==> src/common/pefs_defines.vh <==
`ifndef PEFS_DEFINES_VH
`define PEFS_DEFINES_VH

// register offset of the function select register
`define PEFS_FSEL_OFFSET 8'h0a

// field positions
`define PEFS_BIT_NOACC 7
`define PEFS_BIT_PIPE 5
`define PEFS_BIT_BUS_TIMING_CLOCK_DIS 4
`define PEFS_BIT_LSTR 3
`define PEFS_BIT_RDW 2

// implemented bits mask
`define PEFS_IMPL_MASK 8'hbc
// bits governed by the write-once / write-never / anytime scheme
`define PEFS_ONCE_MASK 8'hac
// bit governed by normal+special anytime, emulation never
`define PEFS_BUS_TIMING_CLOCK_MASK 8'h10

// operating modes {c,b,a}
`define PEFS_MODE_SPECIAL_SINGLE 3'h0
`define PEFS_MODE_EMUL_NARROW 3'h1
`define PEFS_MODE_SPECIAL_TEST 3'h2
`define PEFS_MODE_EMUL_WIDE 3'h3
`define PEFS_MODE_NORMAL_SINGLE 3'h4
`define PEFS_MODE_NORMAL_NARROW 3'h5
`define PEFS_MODE_PERIPHERAL 3'h6
`define PEFS_MODE_NORMAL_WIDE 3'h7

// reset contents per mode
`define PEFS_RST_SPECIAL_SINGLE 8'h00
`define PEFS_RST_SPECIAL_TEST 8'h2c
`define PEFS_RST_PERIPHERAL 8'h00
`define PEFS_RST_EMUL 8'hac
`define PEFS_RST_NORMAL_SINGLE 8'h10
`define PEFS_RST_NORMAL_EXP 8'h00

`endif

==> src/verilog/pefs_pin_mux.v <==
`default_nettype none

module pefs_pin_mux #(
  parameter WIDTH = 8
) (
  input wire [WIDTH-1:0] alt_sel,
  input wire [WIDTH-1:0] alt_value,
  input wire [WIDTH-1:0] alt_oe,
  input wire [WIDTH-1:0] gpio_value,
  input wire [WIDTH-1:0] gpio_dir,
  input wire [WIDTH-1:0] gpio_capable,
  output wire [WIDTH-1:0] pin_value,
  output wire [WIDTH-1:0] pin_oe
);

  genvar i;
  generate
    for (i = 0; i < WIDTH; i = i + 1) begin : g_pin
      assign pin_value[i] = alt_sel[i] ? alt_value[i] : gpio_value[i];
      assign pin_oe[i] = alt_sel[i] ? alt_oe[i] : (gpio_dir[i] & gpio_capable[i]);
    end
  endgenerate

endmodule

`default_nettype wire

==> src/verilog/pefs_top.v <==
// Function
// - test/emulation reset selects bus control pins
// - normal single-chip reset: all general I/O
// - normal expanded reset: E clock and free-cycle flag on pin 7
// - alternate function overrides direction bit
// - register readable whenever in map
// - expanded/peripheral modes echo access externally
// - control bits once/never/anytime by mode class
// - free-cycle bit low drives pin 7
// - bits other than E clock disable inert in single-chip/peripheral modes
// - pipe enable drives pins 6:5 queue state
// - E clock on pin 4 unless disabled
// - E clock disable: never in emulation
// - low strobe on pin 3, tag sampling
// - low strobe inert in normal narrow/single/peripheral
// - read/write enable drives pin 2
`include "pefs_defines.vh"
`default_nettype none

module pefs_top #(
  parameter ADDR_W = 8
) (
  input wire clk_sys,
  input wire rst,
  input wire [2:0] mode_pins,
  input wire [ADDR_W-1:0] reg_addr,
  input wire [7:0] reg_wdata,
  input wire reg_wr,
  input wire reg_rd,
  output reg [7:0] reg_rdata,
  output reg ext_access,
  input wire [7:0] port_e_data,
  input wire [7:0] port_e_direction,
  input wire [7:0] pin_in,
  input wire free_cycle,
  input wire pipe_status_high,
  input wire pipe_status_low,
  input wire bus_timing_clock,
  input wire clock_stretch_control,
  input wire bus_cycle_active,
  input wire low_byte_strobe,
  input wire read_write,
  input wire tag_enable,
  output reg [7:0] pin_out,
  output reg [7:0] pin_oe,
  output reg [7:0] pin_state,
  output reg low_tag_input,
  output reg [2:0] mode,
  output reg [7:0] port_e_function_select
);

  reg [2:0] mode_meta;
  reg [2:0] mode_sync;
  reg [7:0] pin_meta;
  reg once_used;
  reg bus_timing_clock_prev;
  reg strobe_hold;
  reg [7:0] next_reset_value;
  reg [7:0] write_mask;
  reg [7:0] alt_sel;
  reg [7:0] alt_value;
  reg [7:0] alt_oe;
  wire [7:0] mux_value;
  wire [7:0] mux_oe;
  wire is_emul;
  wire is_special;
  wire is_normal;
  wire bus_mode;
  wire in_map;
  wire hit;
  wire bus_timing_clock_rise;
  wire bus_timing_clock_fall;
  wire bus_timing_clock_out;
  wire free_cycle_output_enable;
  wire pipe_status_output_enable;
  wire bus_clock_pin_disable;
  wire low_strobe_enable;
  wire read_write_pin_enable;

  assign free_cycle_output_enable = port_e_function_select[`PEFS_BIT_NOACC];
  assign pipe_status_output_enable = port_e_function_select[`PEFS_BIT_PIPE];
  assign bus_clock_pin_disable = port_e_function_select[`PEFS_BIT_BUS_TIMING_CLOCK_DIS];
  assign low_strobe_enable = port_e_function_select[`PEFS_BIT_LSTR];
  assign read_write_pin_enable = port_e_function_select[`PEFS_BIT_RDW];

  // mode class: emulation has c=0,a=1; peripheral counts as special
  assign is_emul = ~mode[2] & mode[0];
  assign is_special = (~mode[2] & ~mode[0]) | (mode == `PEFS_MODE_PERIPHERAL);
  assign is_normal = mode[2] & (mode != `PEFS_MODE_PERIPHERAL);
  // bus control bits only act in bus-carrying modes
  assign bus_mode = (mode != `PEFS_MODE_SPECIAL_SINGLE) &&
                    (mode != `PEFS_MODE_NORMAL_SINGLE) &&
                    (mode != `PEFS_MODE_PERIPHERAL);
  // out of the map in expanded and special peripheral modes
  assign in_map = ~mode[0] & (mode != `PEFS_MODE_PERIPHERAL);
  assign hit = (reg_addr == `PEFS_FSEL_OFFSET);

  // straps and pins come from outside the clock domain
  // not reset: the straps must pass through while reset is held
  always @(posedge clk_sys) begin
    mode_meta <= mode_pins;
    mode_sync <= mode_meta;
    pin_meta <= pin_in;
    pin_state <= pin_meta;
  end

  always @* begin
    case (mode_sync)
      // pipe, strobe and read/write on out of reset
      `PEFS_MODE_SPECIAL_TEST: next_reset_value = `PEFS_RST_SPECIAL_TEST;
      // emulation also sets the free-cycle bit
      `PEFS_MODE_EMUL_NARROW: next_reset_value = `PEFS_RST_EMUL;
      `PEFS_MODE_EMUL_WIDE: next_reset_value = `PEFS_RST_EMUL;
      // normal single chip disables the E clock pin; special single resets to all zeros
      `PEFS_MODE_NORMAL_SINGLE: next_reset_value = `PEFS_RST_NORMAL_SINGLE;
      // expanded keeps the E clock and the free-cycle flag on pin 7
      `PEFS_MODE_NORMAL_NARROW: next_reset_value = `PEFS_RST_NORMAL_EXP;
      `PEFS_MODE_NORMAL_WIDE: next_reset_value = `PEFS_RST_NORMAL_EXP;
      `PEFS_MODE_PERIPHERAL: next_reset_value = `PEFS_RST_PERIPHERAL;
      default: next_reset_value = `PEFS_RST_SPECIAL_SINGLE;
    endcase
  end

  always @* begin
    write_mask = 8'h00;
    // once in normal, never in emulation, anytime in special
    if (is_special || (is_normal && !once_used)) begin
      write_mask = write_mask | `PEFS_ONCE_MASK;
    end
    // E clock disable never writable in emulation
    if (!is_emul) begin
      write_mask = write_mask | `PEFS_BUS_TIMING_CLOCK_MASK;
    end
    // unimplemented bits never take a write
    write_mask = write_mask & `PEFS_IMPL_MASK;
  end

  // mode is caught while reset is held, straps already synchronised
  always @(posedge clk_sys) begin
    if (rst) begin
      mode <= mode_sync;
      port_e_function_select <= next_reset_value;
      once_used <= 1'b0;
    end else if (reg_wr && hit && in_map) begin
      port_e_function_select <= (port_e_function_select & ~write_mask) |
                                (reg_wdata & write_mask);
      // first normal-mode write spends the single chance
      if (is_normal) begin
        once_used <= 1'b1;
      end
    end
  end

  // readable whenever in map, one cycle later
  always @(posedge clk_sys) begin
    if (rst) begin
      reg_rdata <= 8'h00;
    end else if (reg_rd && hit && in_map) begin
      reg_rdata <= port_e_function_select & `PEFS_IMPL_MASK;
    end else begin
      reg_rdata <= 8'h00;
    end
  end

  // access to the address goes out to the external bus instead
  always @(posedge clk_sys) begin
    if (rst) begin
      ext_access <= 1'b0;
    end else begin
      ext_access <= (reg_rd | reg_wr) & hit & ~in_map;
    end
  end

  assign bus_timing_clock_rise = bus_timing_clock & ~bus_timing_clock_prev;
  assign bus_timing_clock_fall = ~bus_timing_clock & bus_timing_clock_prev;
  // stretch control gates the clock to bus cycles only
  assign bus_timing_clock_out = bus_timing_clock & (~clock_stretch_control | bus_cycle_active);

  // tag sampled on E rise, strobe launched on E fall
  always @(posedge clk_sys) begin
    if (rst) begin
      bus_timing_clock_prev <= 1'b0;
      strobe_hold <= 1'b1;
      low_tag_input <= 1'b0;
    end else begin
      bus_timing_clock_prev <= bus_timing_clock;
      if (bus_timing_clock_fall) begin
        strobe_hold <= low_byte_strobe;
      end
      if (bus_timing_clock_rise && tag_enable && alt_sel[`PEFS_BIT_LSTR]) begin
        low_tag_input <= pin_state[`PEFS_BIT_LSTR];
      end
    end
  end

  always @* begin
    alt_sel = 8'h00;
    alt_value = 8'h00;
    alt_oe = 8'h00;
    // bit low turns pin 7 into free-cycle flag
    alt_sel[7] = bus_mode & ~free_cycle_output_enable;
    alt_value[7] = free_cycle;
    alt_oe[7] = 1'b1;
    // pins 6:5 show instruction queue state
    alt_sel[6] = bus_mode & pipe_status_output_enable;
    alt_sel[5] = bus_mode & pipe_status_output_enable;
    alt_value[6] = pipe_status_high;
    alt_value[5] = pipe_status_low;
    alt_oe[6] = 1'b1;
    alt_oe[5] = 1'b1;
    // pin 4 is the E clock unless disabled, any mode
    alt_sel[4] = ~bus_clock_pin_disable;
    alt_value[4] = bus_timing_clock_out;
    alt_oe[4] = 1'b1;
    // strobe inert in single, peripheral and normal narrow
    alt_sel[3] = bus_mode & (mode != `PEFS_MODE_NORMAL_NARROW) & low_strobe_enable;
    // pin released while E high so the tag can be read
    alt_value[3] = tag_enable ? strobe_hold : low_byte_strobe;
    alt_oe[3] = ~(tag_enable & bus_timing_clock);
    alt_sel[2] = bus_mode & read_write_pin_enable;
    alt_value[2] = read_write;
    alt_oe[2] = 1'b1;
  end

  // pins 1:0 are input only whatever the direction bits say
  pefs_pin_mux #(
    .WIDTH(8)
  ) u_mux (
    .alt_sel(alt_sel),
    .alt_value(alt_value),
    .alt_oe(alt_oe),
    .gpio_value(port_e_data),
    .gpio_dir(port_e_direction),
    .gpio_capable(8'hfc),
    .pin_value(mux_value),
    .pin_oe(mux_oe)
  );

  // registered pin drive, direction already overridden
  always @(posedge clk_sys) begin
    if (rst) begin
      pin_out <= 8'h00;
      pin_oe <= 8'h00;
    end else begin
      pin_out <= mux_value;
      pin_oe <= mux_oe;
    end
  end

endmodule

`default_nettype wire
==> config.mk <==
export PLATFORM = sky130hd
export DESIGN_NAME = pefs_top
export DESIGN_NICKNAME = d
export VERILOG_FILES = /design/src/verilog/pefs_pin_mux.v /design/src/verilog/pefs_top.v
export VERILOG_INCLUDE_DIRS = /design/src /design/src/common
export SDC_FILE = /design/constraint.sdc
export NUM_CORES = 1
export LEC_CHECK = 0
export BUFFER_PORTS_ARGS = -buffer_cell sky130_fd_sc_hd__buf_4
export CAP_MARGIN = 20
export CELL_PAD_IN_SITES_DETAIL_PLACEMENT = 1
export CELL_PAD_IN_SITES_GLOBAL_PLACEMENT = 2
export CORE_ASPECT_RATIO = 1.5
export CORE_UTILIZATION = 25
export CTS_BUF_LIST = sky130_fd_sc_hd__clkbuf_4 sky130_fd_sc_hd__clkbuf_8 sky130_fd_sc_hd__clkbuf_16
export DETAILED_ROUTE_END_ITERATION = 12
export PLACE_DENSITY_LB_ADDON = 0.2
export SYNTH_ARGS = -nofsm -noshare
export SYNTH_HDL_FRONTEND = slang
export SYNTH_SLANG_ARGS = --single-unit
export TNS_END_PERCENT = 5
==> constraint.sdc <==
create_clock -name clk_sys -period 2.25 [get_ports clk_sys]
set_clock_uncertainty 0.05 [all_clocks]
set_input_delay 0.3375 -clock clk_sys [delete_from_list [all_inputs] [get_ports clk_sys]]
set_output_delay 0.3375 -clock clk_sys [all_outputs]
set_load 0.01 [all_outputs]
# ---- Word level (Yosys, flattened, before mapping)
# Index checks and enable logic that the tools add are counted.
dict set report classes {
  n_eq_ne 9
  muxes 18
  bitwise 31
  n_reduce_logical 16
}
# op n
set ops {}
lappend ops {{$mux 8} 3}
lappend ops {{$pmux 8 s3} 1}
lappend ops {{$and 8x8->8} 2}
lappend ops {{$and 1x1->1} 15}
lappend ops {{$mux 1} 13}
lappend ops {{$logic_and 1x1->1} 9}
lappend ops {{$ne 3x3->1 const B} 3}
lappend ops {{$not 1->1} 9}
lappend ops {{$eq 8x4->1 const B} 1}
lappend ops {{$not 8->8} 1}
lappend ops {{$or 8x8->8} 1}
lappend ops {{$eq 3x2->1 const B} 2}
lappend ops {{$eq 3x3->1 const B} 2}
lappend ops {{$mux 5} 1}
lappend ops {{$reduce_or 2->1} 2}
lappend ops {{$eq 3x1->1 const B} 1}
lappend ops {{$or 1x1->1} 3}
lappend ops {{$reduce_bool 3->1} 1}
lappend ops {{$reduce_and 2->1} 1}
lappend ops {{$reduce_bool 2->1} 1}
lappend ops {{$logic_not 1->1} 1}
lappend ops {{$logic_or 1x1->1} 1}
dict set report word_totals {
  reg_bits 62
  output_inout_bits 45
}

# ---- Longest topological paths before layout
dict set report depth {
  word_depth 11
  depth_mapped 4
  mapped_depth_nobuf 4
}

# ---- By module
# Synthesis repeated with hierarchy kept, for this count alone.
dict set report hier_totals {
  hier_cells 168
  area_unflattened_um2 1974.4
}
# mod n_inst cells_each area_each_um2 seq_area_each_um2
set modules_own_cells {}
lappend modules_own_cells {pefs_top 1 136 1754.2 1201.2}
lappend modules_own_cells {pefs_pin_mux 1 32 220.2 0.0}

# ---- Worst setup path before layout
# OpenSTA, ideal clock, no wires.
dict set report synth_timing {
  kind {register -> register}
  from {register mode[0]}
  to {register (tool-made name)}
  setup_time_ps 338
  arrival_ps 1249
  setup_slack_ps 614
  stages_incl_launch_ff 5
  cell_sequence {edfxtp_1 a21oi_1 nor2b_1 nand3_1 o21bai_1}
}
# element line
set synth_rtl {}
lappend synth_rtl {{start: declaration} pefs_top.v:48} ;# output reg [2:0] mode,
lappend synth_rtl {{start signal: assignment} pefs_top.v:141} ;# mode <= mode_sync;

==> results.toml <==
[synthesis]
synth_cell_types = 39
synth-seq-area-share_pct = 66.24
syn_inst = 144
synth_area_mm2 = 0.001753
syn_avg_cell_area_um2 = 12.17
synth-warning-count = 0
ys_ff_latch = 54

[sta]
tns_ns = 0
whs_ns = 0.08886
finalCritPeriodShare_pct = 79.25
rsz0062_at_grt = "false"
fmax_ghz = 0.5608
setup_viol = 0
hold_violations = 0
fin_crit_ns = 1.783
maxSlewViolCount = 0
setup_ws_ns = 0.4669

[routing]
drtIter0Drc = 31
routedWlPerCell_um = 11.93
drcViolationCount = 0
first_pass_iters = 4
drt-total-wl_mm = 3.746
ant_nets = 0
vias = 1323
vias_per_cell = 4.213

[cells_and_area]
layout_common_cells = "buf_4 (88), dfxtp_1 (46), nor2_1 (12), edfxtp_1 (8), conb_1 (8)"
fillers = 771
layout-drive-gt1-share_pct = 43.22
post-route-util_pct = 38.26
layout_commonest_cell = "buf_4"
fin_nets = 291
area.growth.synth_to_final_pct = 48.54
antenna_cells = 0

[worst_setup_path]
required_ns = 2.17
worst_path_max_delay_cell = "edfxtp_1"
cp-end-kind = "register"
critical_path_arrival_ns = 1.70
worstPathCellList = "a21oi_1 -> nor2b_1 -> nand3_1 -> o21bai_1"
slowest_delay_ns = 0.49
start_kind = "register"
worstSetupPathType = "register to register"
cp_max_fo = 6

[place]
gp_congestion = 0.6784
port_buffers = 87
dp_hpwl_mm = 2.892
dp_slack_ns = 0.4242

[clock_tree]
cts.hold.buffers_added = 0
postCtsSetupRepairBufs = 0
ctsResizeCount = 0
cts_tree = "built"
cts_buffer_depth = 2
insertion_delay_ns = 0.30
clock-sinks = 54
root_buffer = "clkbuf_8"
cts_buffers = 5
htreeDepth = 2
clkSlewWorstSetupHoldPaths_ns = 0.09

[pwr]
powerDensity_mw_per_mm2 = 770.2
vdd_ir_drop_max_uv = 569.2
p_int_uw = 1590
seq_power_share_pct = 52.5
power_leakage_uw = 0.001236
power_uw = 2005
p_switching_uw = 415.1
switching_share_pct = 20.70
power_frac_comb_pct = 11.1
clkPwrFrac_pct = 36.4

[hold_path]
hp-class = "primary input to register"

[outcome]
status = "finished clean"

[floorplan]
start_util_pct = 25.76
ioPinCount = 101
die-height_um = 104.6
die_width_um = 70.37
dieArea_mm2 = 0.007358
core_mm2 = 0.006805
rows = 37

[run]
drv_cap = 0

[global_routing]
grt.total_usage_pct = 10.78
grt_pass1_wl_mm = 6.141
antenna_found_initial = 0
grt_max_degree = 32
grt_pass1_vias = 1445
gr-total-overflow = 0
[worst max-delay path: cells and delay by family (launching register included)]
family           cells  cell delay, ns
AND/OR/NAND/NOR      2            0.34
flip-flops           1            0.49
AO/OA/AOI/OAI        2            0.57
[Yosys cell counts]
cell        n  share of area, %
a21boi_0    1              0.43
o2bb2ai_4   1               1.6
a2bb2oi_2   1              0.86
nand3b_1    1              0.43
a311oi_1    1              0.50
dfxtp_1    46                53
o21ba_1     2               1.1
nor3b_1     1              0.43
buf_1       1              0.21
nor4_2      1              0.71
nand2_2     1              0.36
edfxtp_1    8                14
mux2i_1     5               2.9
a211oi_1    1              0.43
nand4_1     1              0.36
and2_1      5               1.8
o21bai_1    1              0.43
and4b_1     1              0.57
inv_1       7               1.5
buf_4       8               3.4
o21a_1      1              0.43
nor4b_1     1              0.50
and2b_1     1              0.43
conb_1      1              0.21
o21ai_2     1              0.50
nand2b_1    2              0.71
a21o_1      3               1.3
a211o_1     1              0.50
nand3_1     2              0.57
nor2_1     12               2.6
nand2_1     3              0.64
and3_1      1              0.36
a21oi_1     7               2.0
o21ai_1     3              0.86
nor2b_2     1              0.50
clkbuf_1    2              0.43
nor2b_1     6               2.1
nand4bb_1   1              0.64
o32ai_1     1              0.50
[kinds of logic after synthesis]
kind of cell / count (synthesis) / synth area share (%)
flops: 54 / 66.24
simple gates: 41 / 13.71
compound gates: 25 / 11.42
buf+inv: 18 / 5.568
mux: 5 / 2.855
other cells: 1 / 0.2139
[worst paths after layout]
kind / slack (ns) / cells past startpoint / startpoint / endpoint
hold reg to reg: 0.28 / 0 / pin_meta[7]$_DFF_P_ / pin_state[7]$_DFF_P_
hold / removal: 0.09 / 1 / pin_in[7] / pin_meta[7]$_DFF_P_
setup / recovery: 0.47 / 4 / mode[2]$_DFFE_PP_ / register
setup reg to reg: 0.47 / 4 / mode[2]$_DFFE_PP_ / register
[stage by stage]
| step | cells | cell area, um^2 |
|---|---|---|
| floorplan | 151 | 1779 |
| global placement | 306 | 2466 |
| detailed placement | 306 | 2466 |
| CTS | 314 | 2604 |
| global route | 314 | 2604 |
| finish | 314 | 2604 |
[sequential cells by signal (all words and copies together) (netlist names), 3 cells and up, named ones only]
| signal | flops |
|---|---|
| mode_sync | 3 |
| pin_meta | 8 |
| pin_oe | 6 |
| pin_state | 8 |
| pin_out | 8 |
| reg_rdata | 5 |
| mode_meta | 3 |
| mode | 3 |
[power groups by stage]
stage / Sequential (uW) / Combinational [uW] / Clock (uW)
global placement: 1070 / 225 / 0
floorplan: 1090 / 78.0 / 0
finish: 1050 / 223 / 731
detailed placement: 1080 / 226 / 0
CTS: 1050 / 227 / 772
global route: 1060 / 242 / 812
[layout make-up]
class	count	area, um^2	area share [%]
clock inverters	1	30.03	1.153
multi-input cells	79	520.5	19.99
flip-flops and latches	54	1161	44.59
inverters	7	26.28	1.009
repair buffers	88	660.6	25.37
clock buffers	7	107.6	4.133
well taps	78	97.59	3.748
[metal layers]
| metal | global-route usage (%) | share of wire [%] | vias to the layer above |
|---|---|---|---|
| met5 | 0 | 0 | - |
| met4 | 5.143 | 1.3 | 0 |
| met3 | 3.568 | 8.0 | 4 |
| met2 | 20.54 | 56 | 53 |
| met1 | 9.872 | 35 | 616 |
| li1 | - | - | 650 |
No activity file was read; power rests on OpenSTA's default activity.
